File: config.mk
export PLATFORM = sky130hd
export DESIGN_NAME = rtr_core
export DESIGN_NICKNAME = d
export VERILOG_FILES = /design/src/design/rtr_pkg.sv /design/src/design/rtr_core.sv /design/src/design/rtr_offset_add.sv /design/src/design/rtr_limit_fmt.sv
export SDC_FILE = /design/constraint.sdc
export NUM_CORES = 1
export LEC_CHECK = 0
export ABC_AREA = 1
export BUFFER_PORTS_ARGS = -buffer_cell sky130_fd_sc_hd__clkbuf_2
export CAP_MARGIN = 30
export CORE_UTILIZATION = 30
export CTS_CLUSTER_DIAMETER = 200
export DETAILED_ROUTE_END_ITERATION = 10
export GPL_ROUTABILITY_DRIVEN = 0
export PLACE_DENSITY_LB_ADDON = 0.08
export SLEW_MARGIN = 30
export SYNTH_ARGS = -nofsm -noshare
export SYNTH_HDL_FRONTEND = slang
export SYNTH_SLANG_ARGS = --single-unit
File: constraint.sdc
create_clock -name i_core_clk -period 5.8 [get_ports i_core_clk]
set_input_delay 0.58 -clock i_core_clk [delete_from_list [all_inputs] [get_ports i_core_clk]]
set_output_delay 0.58 -clock i_core_clk [all_outputs]
set_load 0.02 [all_outputs]
File: src/design/rtr_pkg.sv
// Purpose: Constants for the remote temperature result, offset and setpoint block.
// Assumes: One core clock, synchronous active-high reset, byte-wide register port.
// Notes:   Readings are kept in 1/32 degree units; setpoint and offset in 1/8 degree units.

package rtr_pkg;

   // ****************************************************************
   // Register map
   // ****************************************************************
   localparam int          ADDR_W              = 8;
   localparam int          DATA_W              = 8;
   localparam logic [7:0]  ADDR_HIGH_UPPER     = 8'h07;
   localparam logic [7:0]  ADDR_OFFSET_UPPER   = 8'h11;
   localparam logic [7:0]  ADDR_OFFSET_LOWER   = 8'h12;
   localparam logic [7:0]  ADDR_HIGH_LOWER     = 8'h13;
   localparam logic [7:0]  ADDR_UNSIGNED_UPPER = 8'h31;
   localparam logic [7:0]  ADDR_UNSIGNED_LOWER = 8'h32;
   localparam logic [7:0]  ADDR_ENH_CONFIG     = 8'h50;
   localparam logic [7:0]  ADDR_STATUS         = 8'h51;

   // ****************************************************************
   // Field layout
   // ****************************************************************
   localparam int          FRAC_LSB            = 5;
   localparam int          FRAC_W              = 3;
   localparam int          FILT_LSB            = 3;
   localparam int          FILT_W              = 2;
   localparam int          CFG_FILTER_BIT      = 0;
   localparam int          CFG_USF_BIT         = 3;
   localparam int          STAT_HIGH_BIT       = 0;
   localparam int          STAT_VALID_BIT      = 1;

   // ****************************************************************
   // Widths and reset values
   // ****************************************************************
   localparam int          READING_W           = 13;
   localparam int          SETPOINT_W          = 11;
   localparam int          SUM_W               = 15;
   localparam logic [7:0]  RST_HIGH_UPPER      = 8'h69;
   localparam logic [7:0]  RST_HIGH_LOWER      = 8'h00;
   localparam logic [7:0]  RST_OFFSET          = 8'h00;
   localparam logic [7:0]  RST_CONFIG          = 8'h00;
   localparam logic [7:0]  READ_ZERO           = 8'h00;

endpackage

File: src/design/rtr_core.sv
// Purpose: Remote reading registers, offset correction and high setpoint storage.
// Assumes: Converter delivers one result with a one-cycle valid pulse.
// Notes:   Registers sit on a byte-wide strobe port; read data follows one cycle later.
//
// Our own choice: strobed register access.

`timescale 1ns/10ps
`default_nettype none

module rtr_core
   import rtr_pkg::*;
(
   input  wire logic                           i_core_clk,
   input  wire logic                           i_sys_rst,
   input  wire logic [rtr_pkg::ADDR_W-1:0]     i_addr,
   input  wire logic [rtr_pkg::DATA_W-1:0]     i_wdata,
   input  wire logic                           i_wr,
   input  wire logic                           i_rd,
   output logic      [rtr_pkg::DATA_W-1:0]     o_rdata,
   input  wire logic [rtr_pkg::READING_W-1:0]  i_adc_result,
   input  wire logic                           i_adc_valid,
   output logic      [rtr_pkg::READING_W-1:0]  o_signed_reading,
   output logic      [rtr_pkg::SUM_W-1:0]      o_high_limit,
   output logic                                o_high_exceeded,
   output logic                                o_filter_en,
   output logic                                o_unsigned_format_select
);
   import rtr_pkg::*;

   // ****************************************************************
   // Declarations
   // ****************************************************************
   logic [DATA_W-1:0]     offset_upper_bits_q;
   logic [FRAC_W-1:0]     offset_lower_bits_q;
   logic [DATA_W-1:0]     high_limit_upper_bits_q;
   logic [FRAC_W-1:0]     high_limit_lower_bits_q;
   logic [DATA_W-1:0]     config_q;
   logic [READING_W-1:0]  unsigned_q;
   logic [READING_W-1:0]  signed_q;
   logic [SUM_W-1:0]      sum_q;
   logic                  valid_seen_q;
   logic                  high_exceeded_q;
   logic [DATA_W-1:0]     lower_shadow_q;
   logic [DATA_W-1:0]     rdata_q;
   logic [DATA_W-1:0]     rdata_d;

   logic [SETPOINT_W-1:0] offset_full;
   logic [SETPOINT_W-1:0] limit_full;
   logic [SUM_W-1:0]      sum_now;
   logic [READING_W-1:0]  unsigned_now;
   logic [READING_W-1:0]  signed_now;
   logic [SUM_W-1:0]      limit_ext;
   logic [DATA_W-1:0]     unsigned_upper_byte;
   logic [DATA_W-1:0]     unsigned_lower_byte;
   logic [FILT_W-1:0]     unsigned_reading_filter_fraction;
   logic                  filter_en;
   logic                  unsigned_format_select;

   assign filter_en   = config_q[CFG_FILTER_BIT];
   assign unsigned_format_select         = config_q[CFG_USF_BIT];
   assign offset_full = {offset_upper_bits_q, offset_lower_bits_q};
   assign limit_full  = {high_limit_upper_bits_q, high_limit_lower_bits_q};

   // ****************************************************************
   // Offset correction and setpoint format
   // ****************************************************************
   rtr_offset_add u_offset_add (
      .i_adc      (i_adc_result),
      .i_offset   (offset_full),
      .o_sum      (sum_now),
      .o_unsigned (unsigned_now),
      .o_signed   (signed_now)
   );

   rtr_limit_fmt u_limit_fmt (
      .i_limit                  (limit_full),
      .i_unsigned_format_select (unsigned_format_select),
      .o_limit                  (limit_ext)
   );

   // ****************************************************************
   // Software registers
   // ****************************************************************
   always_ff @(posedge i_core_clk) begin
      if (i_sys_rst) begin
         offset_upper_bits_q <= RST_OFFSET;
         offset_lower_bits_q <= RST_OFFSET[DATA_W-1:FRAC_LSB];
      end else if (i_wr && (i_addr == ADDR_OFFSET_UPPER)) begin
         offset_upper_bits_q <= i_wdata;
      end else if (i_wr && (i_addr == ADDR_OFFSET_LOWER)) begin
         // Only the three fraction bits are kept
         offset_lower_bits_q <= i_wdata[DATA_W-1:FRAC_LSB];
      end
   end

   always_ff @(posedge i_core_clk) begin
      if (i_sys_rst) begin
         high_limit_upper_bits_q <= RST_HIGH_UPPER;
         high_limit_lower_bits_q <= RST_HIGH_LOWER[DATA_W-1:FRAC_LSB];
      end else if (i_wr && (i_addr == ADDR_HIGH_UPPER)) begin
         high_limit_upper_bits_q <= i_wdata;
      end else if (i_wr && (i_addr == ADDR_HIGH_LOWER)) begin
         high_limit_lower_bits_q <= i_wdata[DATA_W-1:FRAC_LSB];
      end
   end

   always_ff @(posedge i_core_clk) begin
      if (i_sys_rst) begin
         config_q <= RST_CONFIG;
      end else if (i_wr && (i_addr == ADDR_ENH_CONFIG)) begin
         config_q <= i_wdata;
      end
   end

   // ****************************************************************
   // Conversion results
   // ****************************************************************
   // Results refresh only on a valid pulse so a read never sees a half-updated sum
   always_ff @(posedge i_core_clk) begin
      if (i_sys_rst) begin
         unsigned_q   <= '0;
         signed_q     <= '0;
         sum_q        <= '0;
         valid_seen_q <= 1'b0;
      end else if (i_adc_valid) begin
         unsigned_q   <= unsigned_now;
         signed_q     <= signed_now;
         sum_q        <= sum_now;
         valid_seen_q <= 1'b1;
      end
   end

   // Compare uses the live setpoint so a new limit acts without waiting for a result
   always_ff @(posedge i_core_clk) begin
      if (i_sys_rst) begin
         high_exceeded_q <= 1'b0;
      end else begin
         high_exceeded_q <= valid_seen_q && ($signed(sum_q) > $signed(limit_ext));
      end
   end

   // ****************************************************************
   // Unsigned reading bytes
   // ****************************************************************
   assign unsigned_reading_filter_fraction = filter_en ?
                                             unsigned_q[FILT_W-1:0] :
                                             '0;
   assign unsigned_upper_byte = unsigned_q[READING_W-1:FRAC_W+FILT_W];
   assign unsigned_lower_byte = {unsigned_q[FRAC_W+FILT_W-1:FILT_W],
                                 unsigned_reading_filter_fraction,
                                 3'b000};

   // Lower byte is frozen when the upper byte is read; host must read upper first
   always_ff @(posedge i_core_clk) begin
      if (i_sys_rst) begin
         lower_shadow_q <= READ_ZERO;
      end else if (i_rd && (i_addr == ADDR_UNSIGNED_UPPER)) begin
         lower_shadow_q <= unsigned_lower_byte;
      end
   end

   // ****************************************************************
   // Read path
   // ****************************************************************
   always_comb begin
      rdata_d = READ_ZERO;
      if (i_rd) begin
         unique case (i_addr)
            ADDR_HIGH_UPPER:     rdata_d = high_limit_upper_bits_q;
            ADDR_HIGH_LOWER:     rdata_d = {high_limit_lower_bits_q, 5'b00000};
            ADDR_OFFSET_UPPER:   rdata_d = offset_upper_bits_q;
            ADDR_OFFSET_LOWER:   rdata_d = {offset_lower_bits_q, 5'b00000};
            ADDR_UNSIGNED_UPPER: rdata_d = unsigned_upper_byte;
            ADDR_UNSIGNED_LOWER: rdata_d = lower_shadow_q;
            ADDR_ENH_CONFIG:     rdata_d = config_q;
            ADDR_STATUS: begin
               rdata_d[STAT_HIGH_BIT]  = high_exceeded_q;
               rdata_d[STAT_VALID_BIT] = valid_seen_q;
            end
            default:             rdata_d = READ_ZERO;
         endcase
      end
   end

   // Data stands only in the cycle after the strobe, zero otherwise
   always_ff @(posedge i_core_clk) begin
      if (i_sys_rst) begin
         rdata_q <= READ_ZERO;
      end else begin
         rdata_q <= rdata_d;
      end
   end

   // ****************************************************************
   // Outputs
   // ****************************************************************
   assign o_rdata                  = rdata_q;
   assign o_signed_reading         = signed_q;
   assign o_high_limit             = limit_ext;
   assign o_high_exceeded          = high_exceeded_q;
   assign o_filter_en              = filter_en;
   assign o_unsigned_format_select = unsigned_format_select;

endmodule

`default_nettype wire

File: src/design/rtr_offset_add.sv
// Purpose: Adds the offset to the converter result and saturates both reading formats.
// Assumes: Converter result is unsigned in 1/32 degree units.
// Notes:   Purely combinational; the caller registers the outputs.

`timescale 1ns/10ps
`default_nettype none

module rtr_offset_add
   import rtr_pkg::*;
(
   input  wire logic [rtr_pkg::READING_W-1:0]  i_adc,
   input  wire logic [rtr_pkg::SETPOINT_W-1:0] i_offset,
   output logic      [rtr_pkg::SUM_W-1:0]      o_sum,
   output logic      [rtr_pkg::READING_W-1:0]  o_unsigned,
   output logic      [rtr_pkg::READING_W-1:0]  o_signed
);
   import rtr_pkg::*;

   logic [SUM_W-1:0] adc_ext;
   logic [SUM_W-1:0] off_ext;

   assign adc_ext = {2'b00, i_adc};
   // Offset step is 1/8 degree, so shift into 1/32 units and sign-extend
   assign off_ext = {{2{i_offset[SETPOINT_W-1]}}, i_offset, 2'b00};
   assign o_sum   = adc_ext + off_ext;

   // Negative sums clamp to zero rather than wrapping to a huge value
   always_comb begin
      if (o_sum[SUM_W-1]) begin
         o_unsigned = '0;
      end else if (o_sum[SUM_W-2:READING_W] != '0) begin
         o_unsigned = '1;
      end else begin
         o_unsigned = o_sum[READING_W-1:0];
      end
   end

   // Signed format tops out just under 128 degrees
   always_comb begin
      // Sign and guard bits must all agree for the sum to fit
      if (o_sum[SUM_W-1] && (o_sum[SUM_W-2:READING_W-1] != '1)) begin
         o_signed = {1'b1, {(READING_W-1){1'b0}}};
      end else if (!o_sum[SUM_W-1] && (o_sum[SUM_W-2:READING_W-1] != '0)) begin
         o_signed = {1'b0, {(READING_W-1){1'b1}}};
      end else begin
         o_signed = o_sum[READING_W-1:0];
      end
   end

endmodule

`default_nettype wire

File: src/design/rtr_limit_fmt.sv
// Purpose: Expands the 11-bit high setpoint into the common signed 1/32 degree scale.
// Assumes: Setpoint step is 1/8 degree in both formats.
// Notes:   Combinational; the selector comes from the configuration register.

`timescale 1ns/10ps
`default_nettype none

module rtr_limit_fmt
   import rtr_pkg::*;
(
   input  wire logic [rtr_pkg::SETPOINT_W-1:0] i_limit,
   input  wire logic                           i_unsigned_format_select,
   output logic      [rtr_pkg::SUM_W-1:0]      o_limit
);
   import rtr_pkg::*;

   always_comb begin
      if (i_unsigned_format_select) begin
         o_limit = {2'b00, i_limit, 2'b00};
      end else begin
         o_limit = {{2{i_limit[SETPOINT_W-1]}}, i_limit, 2'b00};
      end
   end

endmodule

`default_nettype wire

**After elaboration in Yosys (flattened, before gate mapping)**

Index checks and enable logic that the tools add are counted.

- Bits in registers: 86
- Memory bits (read-only): 0
- Bits in writable memories: 0
- Output and inout port bits: 39
- Latch bits: 0
- Bits of input ports: 34
- Memories kept: 0

- Div/mod/pow operators: 0
- Reduce and logical (&&, ||, !) cells: 14
- Magnitude comparators: 1
- Bitwise operators: 3
- Add/subtract/negate cells: 1
- Multiply operators: 0
- Muxes and demuxes: 8
- Shift operators: 0
- Eq/ne operators: 9

Operator list:

| cell | number |
|---|---|
| two-way mux 13 bit | 4 |
| case mux 6 bit (7 select lines) | 1 |
| == test 8 x 5 -> 1 bit (second input constant) | 3 |
| == test 8 x 6 -> 1 bit (second input constant) | 2 |
| == test 8 x 7 -> 1 bit (second input constant) | 2 |
| adder 14 x 13 -> 15 bit | 1 |
| > comparator 15 bit | 1 |
| two-way mux 15 bit | 1 |
| case mux 2 bit (5 select lines) | 1 |
| logical AND 1 bit | 9 |
| == test 8 x 3 -> 1 bit (second input constant) | 1 |
| AND reduction 2 bit | 2 |
| NOT 1 bit | 3 |
| two-way mux 2 bit | 1 |
| != test 2 bit (second input constant) | 1 |
| nonzero test 2 bit | 1 |
| OR reduction 2 bit | 1 |
| zero test 1 bit | 1 |

**Logic depth before layout (Yosys ltp)**

- Depth after elaboration: 5
- Gate-level depth with buffers: 15
- Mapped depth without buffers: 14

**Cells and area by module**

From an unflattened synthesis, not the netlist that was laid out.

- Cell total of the unflattened synthesis: 764
- Area total of the unflattened synthesis: 5083.6 µm²

By module, submodules not included:

| module | times used | sequential area each (µm²) | cells each | area an instance (µm²) |
|---|---|---|---|---|
| rtr_core | 1 | 1721.7 | 559 | 3920.0 |
| rtr_offset_add | 1 | 0.0 | 188 | 1044.8 |
| rtr_limit_fmt | 1 | 0.0 | 17 | 118.9 |

**Worst setup path before layout**

No wires, ideal clock.

- Path kind: in2reg
- From: in i_adc_result[2] (netlist bit)
- To: reg signed_q[10] (netlist: o_signed_reading[10])
- Slack: 3507 ps
- Setup time: 69 ps
- Cell stages on the path: 14
- Path buffers: 1
- Arrival time: 2223 ps
- Path through: ha_1 -> fa_1 -> nand3_1 -> nand3_2 -> nand3_1 -> nand3_1 -> nand2_2 -> nand2_4 -> nor2_8 -> nand2_4 -> buf_6 -> nand2_1 -> nand2_1 -> a21oi_2

- Cells in the longest elaborated chain, start to end: 5
- Elaborated cells on any way between the ends: 8
- Those cells by class: 1 x add/sub; 1 x eq/ne; 2 x mux; 4 x reduce/logical

Ends and longest elaborated chain:

| element | line | text |
|---|---|---|
| from (decl) | rtr_core.sv:20 | `input wire logic [rtr_pkg::READING_W-1:0] i_adc_result,` |
| adder 14 x 13 -> 15 bit * | rtr_offset_add.sv:25 | `assign o_sum = adc_ext + off_ext;` |
| nonzero test 2 bit / zero test 1 bit (equally long branches) | rtr_offset_add.sv:43 | `end else if (!o_sum[SUM_W-1] && (o_sum[SUM_W-2:READING_W-1] != '0)) begin` |
| logical AND 1 bit | rtr_offset_add.sv:43 |  |
| two-way mux 13 bit | rtr_offset_add.sv:43 |  |
| two-way mux 13 bit * | rtr_offset_add.sv:41 | `if (o_sum[SUM_W-1] && (o_sum[SUM_W-2:READING_W-1] != '1)) begin` |
| to (signal assigned) | rtr_core.sv:127 | `signed_q <= signed_now;` |
| to (decl) | rtr_core.sv:39 | `logic [READING_W-1:0] signed_q;` |

Every way passes the cells marked *; elsewhere a longest branch is shown, timed or not.
A chain may end at the register's enable or synchronous reset.

==> results.sh <==
export IMPL_cts_sinks=86
export IMPL_r2r_slack_ns=3.56
export IMPL_viasPerCell=4.827
export IMPL_path_clk_slew_ns=0.06
export IMPL_cts_setup_buffers=0
export IMPL_avgSynthCellArea_um2=7.175
export IMPL_ys_seq_area_share_pct=38.39
export IMPL_port_buffers=70
export IMPL_min_from="config_q[7]"
export IMPL_p_leak_uw=0.002415
export IMPL_postSynthCellCount=625
export IMPL_synth_ff_type="dfxtp_1"
export IMPL_fin_crit_sh_pct=40.11
export IMPL_cts_resized=0
export IMPL_hold_class="flip-flop to flip-flop"
export IMPL_grt_setup_unrepaired="no"
export IMPL_ioPinCount=73
export IMPL_arrival_ns=2.61
export IMPL_die_area_mm2=0.01544
export IMPL_max_freq_mhz=429.8
export IMPL_crit_slowest_cell="clkinv_1"
export IMPL_placed_cell_area_mm2=0.004955
export IMPL_slew_headroom_pct=51.85
export IMPL_syn_area_mm2=0.004484
export IMPL_layout_cells_most_common_list="166 x nand2_1, 86 x dfxtp_1, 84 x a21oi_1"
export IMPL_path_class="input pin to flip-flop"
export IMPL_hold_viol=0
export IMPL_antenna_found_initial=0
export IMPL_area_growth_syn_to_layout_pct=17.41
export IMPL_ys_async_sr_fraction_pct=0
export IMPL_synth_seq_cells=86
export IMPL_slowest_delay_ns=0.63
export IMPL_fin_nets=745
export IMPL_skew_ns=0.006223
export IMPL_fin_crit_ns=2.326
export IMPL_ant_nets=0
export IMPL_h_tree_depth=3
export IMPL_yosys_cell_types_count=40
export IMPL_synth_edff_count=0
export IMPL_status="finished, final reports clean"
export IMPL_dp_final_hpwl_um=11250
export IMPL_initial_core_util_pct=30.85
export IMPL_tightestPinTransition_ns=0.7214
export IMPL_design_core_area_mm2=0.01453
export IMPL_p_per_area_mw_per_mm2=258.4
export IMPL_required_ns=6.08
export IMPL_root_buffer="clkbuf_16"
export IMPL_ys_warn_count=0
export IMPL_drive_gt1_share_pct=17.25
export IMPL_wl_um=14410
export IMPL_fin_setup_tns_ns=0
export IMPL_overflow=0
export IMPL_ctsHoldBuffers=0
export IMPL_n_antenna_cell=0
export IMPL_maxSlewViolCount=0
export IMPL_setup_viol=0
export IMPL_vias=4219
export IMPL_cts_tree="done"
export IMPL_rows=44
export IMPL_drcViolationCount=0
export IMPL_cp_start_kind="input pin"
export IMPL_dieWidth_um=124.3
export IMPL_r2r_end="o_signed_reading[2]"
export IMPL_fin_area_mm2=0.005265
export IMPL_ff2ff_path_depth=13
export IMPL_cp_end_kind="flip-flop"
export IMPL_worstHoldEndpoint="config_q[7]"
export IMPL_fin_ws_ns=3.474
export IMPL_hold_depth=2
export IMPL_cts_buffers_inserted=9
export IMPL_place_ws_ns=3.045
export IMPL_grt_total_usage_pct=18.96
export IMPL_first_pass_iters=4
export IMPL_max_cap_violations=0
export IMPL_path_cells="clkbuf_2 > clkinv_1 > buf_4 > a21oi_1 > o21ai_0 > nand2_1 > nand2_1 > a21oi_2"
export IMPL_final_common_cell="nand2_1"
export IMPL_clkLatencyLatePin_ns=0.35
export IMPL_clock_path_buffers=2
export IMPL_worst_path_most_repeated_cell="nand2_1"
export IMPL_grt_pass1_vias=3996
export IMPL_grt_pass1_wl_um=22440
export IMPL_grt_max_degree=57
export IMPL_drtIter0Drc=251
export IMPL_chipHeight_um=124.3
export IMPL_wire_per_inst_um=16.48
export IMPL_vdd_drop_max_mv=0.1384
export IMPL_crit_fanout=24
export IMPL_r2r_start="offset_lower_bits_q[0]"
area by class of cell:
class                      instances  area, µm²
sequential                        86       1722
clock buffer                      11      252.7
fill                            1594       9269
inverter                          76      285.3
tap                              184      230.2
clock inverter                     5      57.56
multi-input combinational        440       2352
timing repair buffer              72      365.4
state kept, by name, indices dropped and copies added, names as in the netlist, 3 cells and up:
register and cells:
lower_shadow_q 5, high_limit_lower_bits_q 3, offset_lower_bits_q 3, unsigned_q 13
o_signed_reading 13, offset_upper_bits_q 8, o_rdata 8, high_limit_upper_bits_q 8
sum_q 15, config_q 8
cells in the mapped netlist (all sizes together) (4+ instances only):
library cell,number,area share (%)
ha,25,7.0
nand2,171,15
nor3,9,1.5
nand4,8,1.4
a211oi,7,1.2
inv,75,6.3
dfxtp,86,38
clkbuf,12,1.0
buf,12,1.9
o211ai,6,1.0
o22ai,4,0.56
a21oi,91,11
o21ai,46,5.2
nor2,32,3.2
nand3,27,3.1
cell families after synthesis:
family                   count (synthesis)  share of synthesized area (%)
AND/OR/NAND/NOR                        250                          24.75
AO/OA/AOI/OAI                          159                          19.53
buffers and inverters                  100                          9.235
flip-flops                              86                          38.39
adder cells (fa/ha/maj)                 26                          7.422
XOR/XNOR                                 3                         0.5860
other                                    1                        0.08363
metal layers:
metal,up-vias,global-route usage [%],part of all wire [%]
li1,2171,-,-
met2,101,29.70,46
met4,0,8.717,2.5
met1,1930,25.02,48
met5,-,0,0
met3,17,3.694,3.9
power breakdown:
| group | internal [µW] | switching (µW) | total (µW) |
|---|---|---|---|
| registers | 610 | 13.8 | 624 |
| logic | 43.7 | 89.0 | 133 |
| clock network | 357 | 248 | 604 |
worst max-delay path: cells and delay by family:
kind	cells	cell delay, ns
compound gates	3	0.43
buf+inv	3	1.38
simple gates	2	0.18
worst max path at each step:
| stage | startpoint | endpoint | slack [ns] | cells after the start |
|---|---|---|---|---|
| 2_1_floorplan | i_adc_result[2] | o_signed_reading[10] | 3.51 | 14 |
| 3_3_place_gp | i_adc_valid | o_signed_reading[10] | 3.02 | 8 |
| 3_5_place_dp | i_adc_valid | o_signed_reading[10] | 3.04 | 8 |
| 4_1_cts | i_adc_valid | o_signed_reading[10] | 3.42 | 8 |
| 5_1_grt | i_adc_valid | unsigned_q[10] | 3.24 | 8 |
| 6_report | i_adc_valid | o_signed_reading[10] | 3.47 | 8 |
metrics by stage:
stage	total power, µW	instances	util (%)	hold WS, ns
after floorplan	718.8	626	-	0.4239
after global placement	770.0	858	34.09	0.4346
after detailed placement	770.5	858	34.09	0.4440
after CTS	1382	874	36.23	0.4529
after global routing	1426	874	36.23	0.4588
final	1361	874	36.23	0.4526
Note: power is estimated with default switching activity, not from simulation.
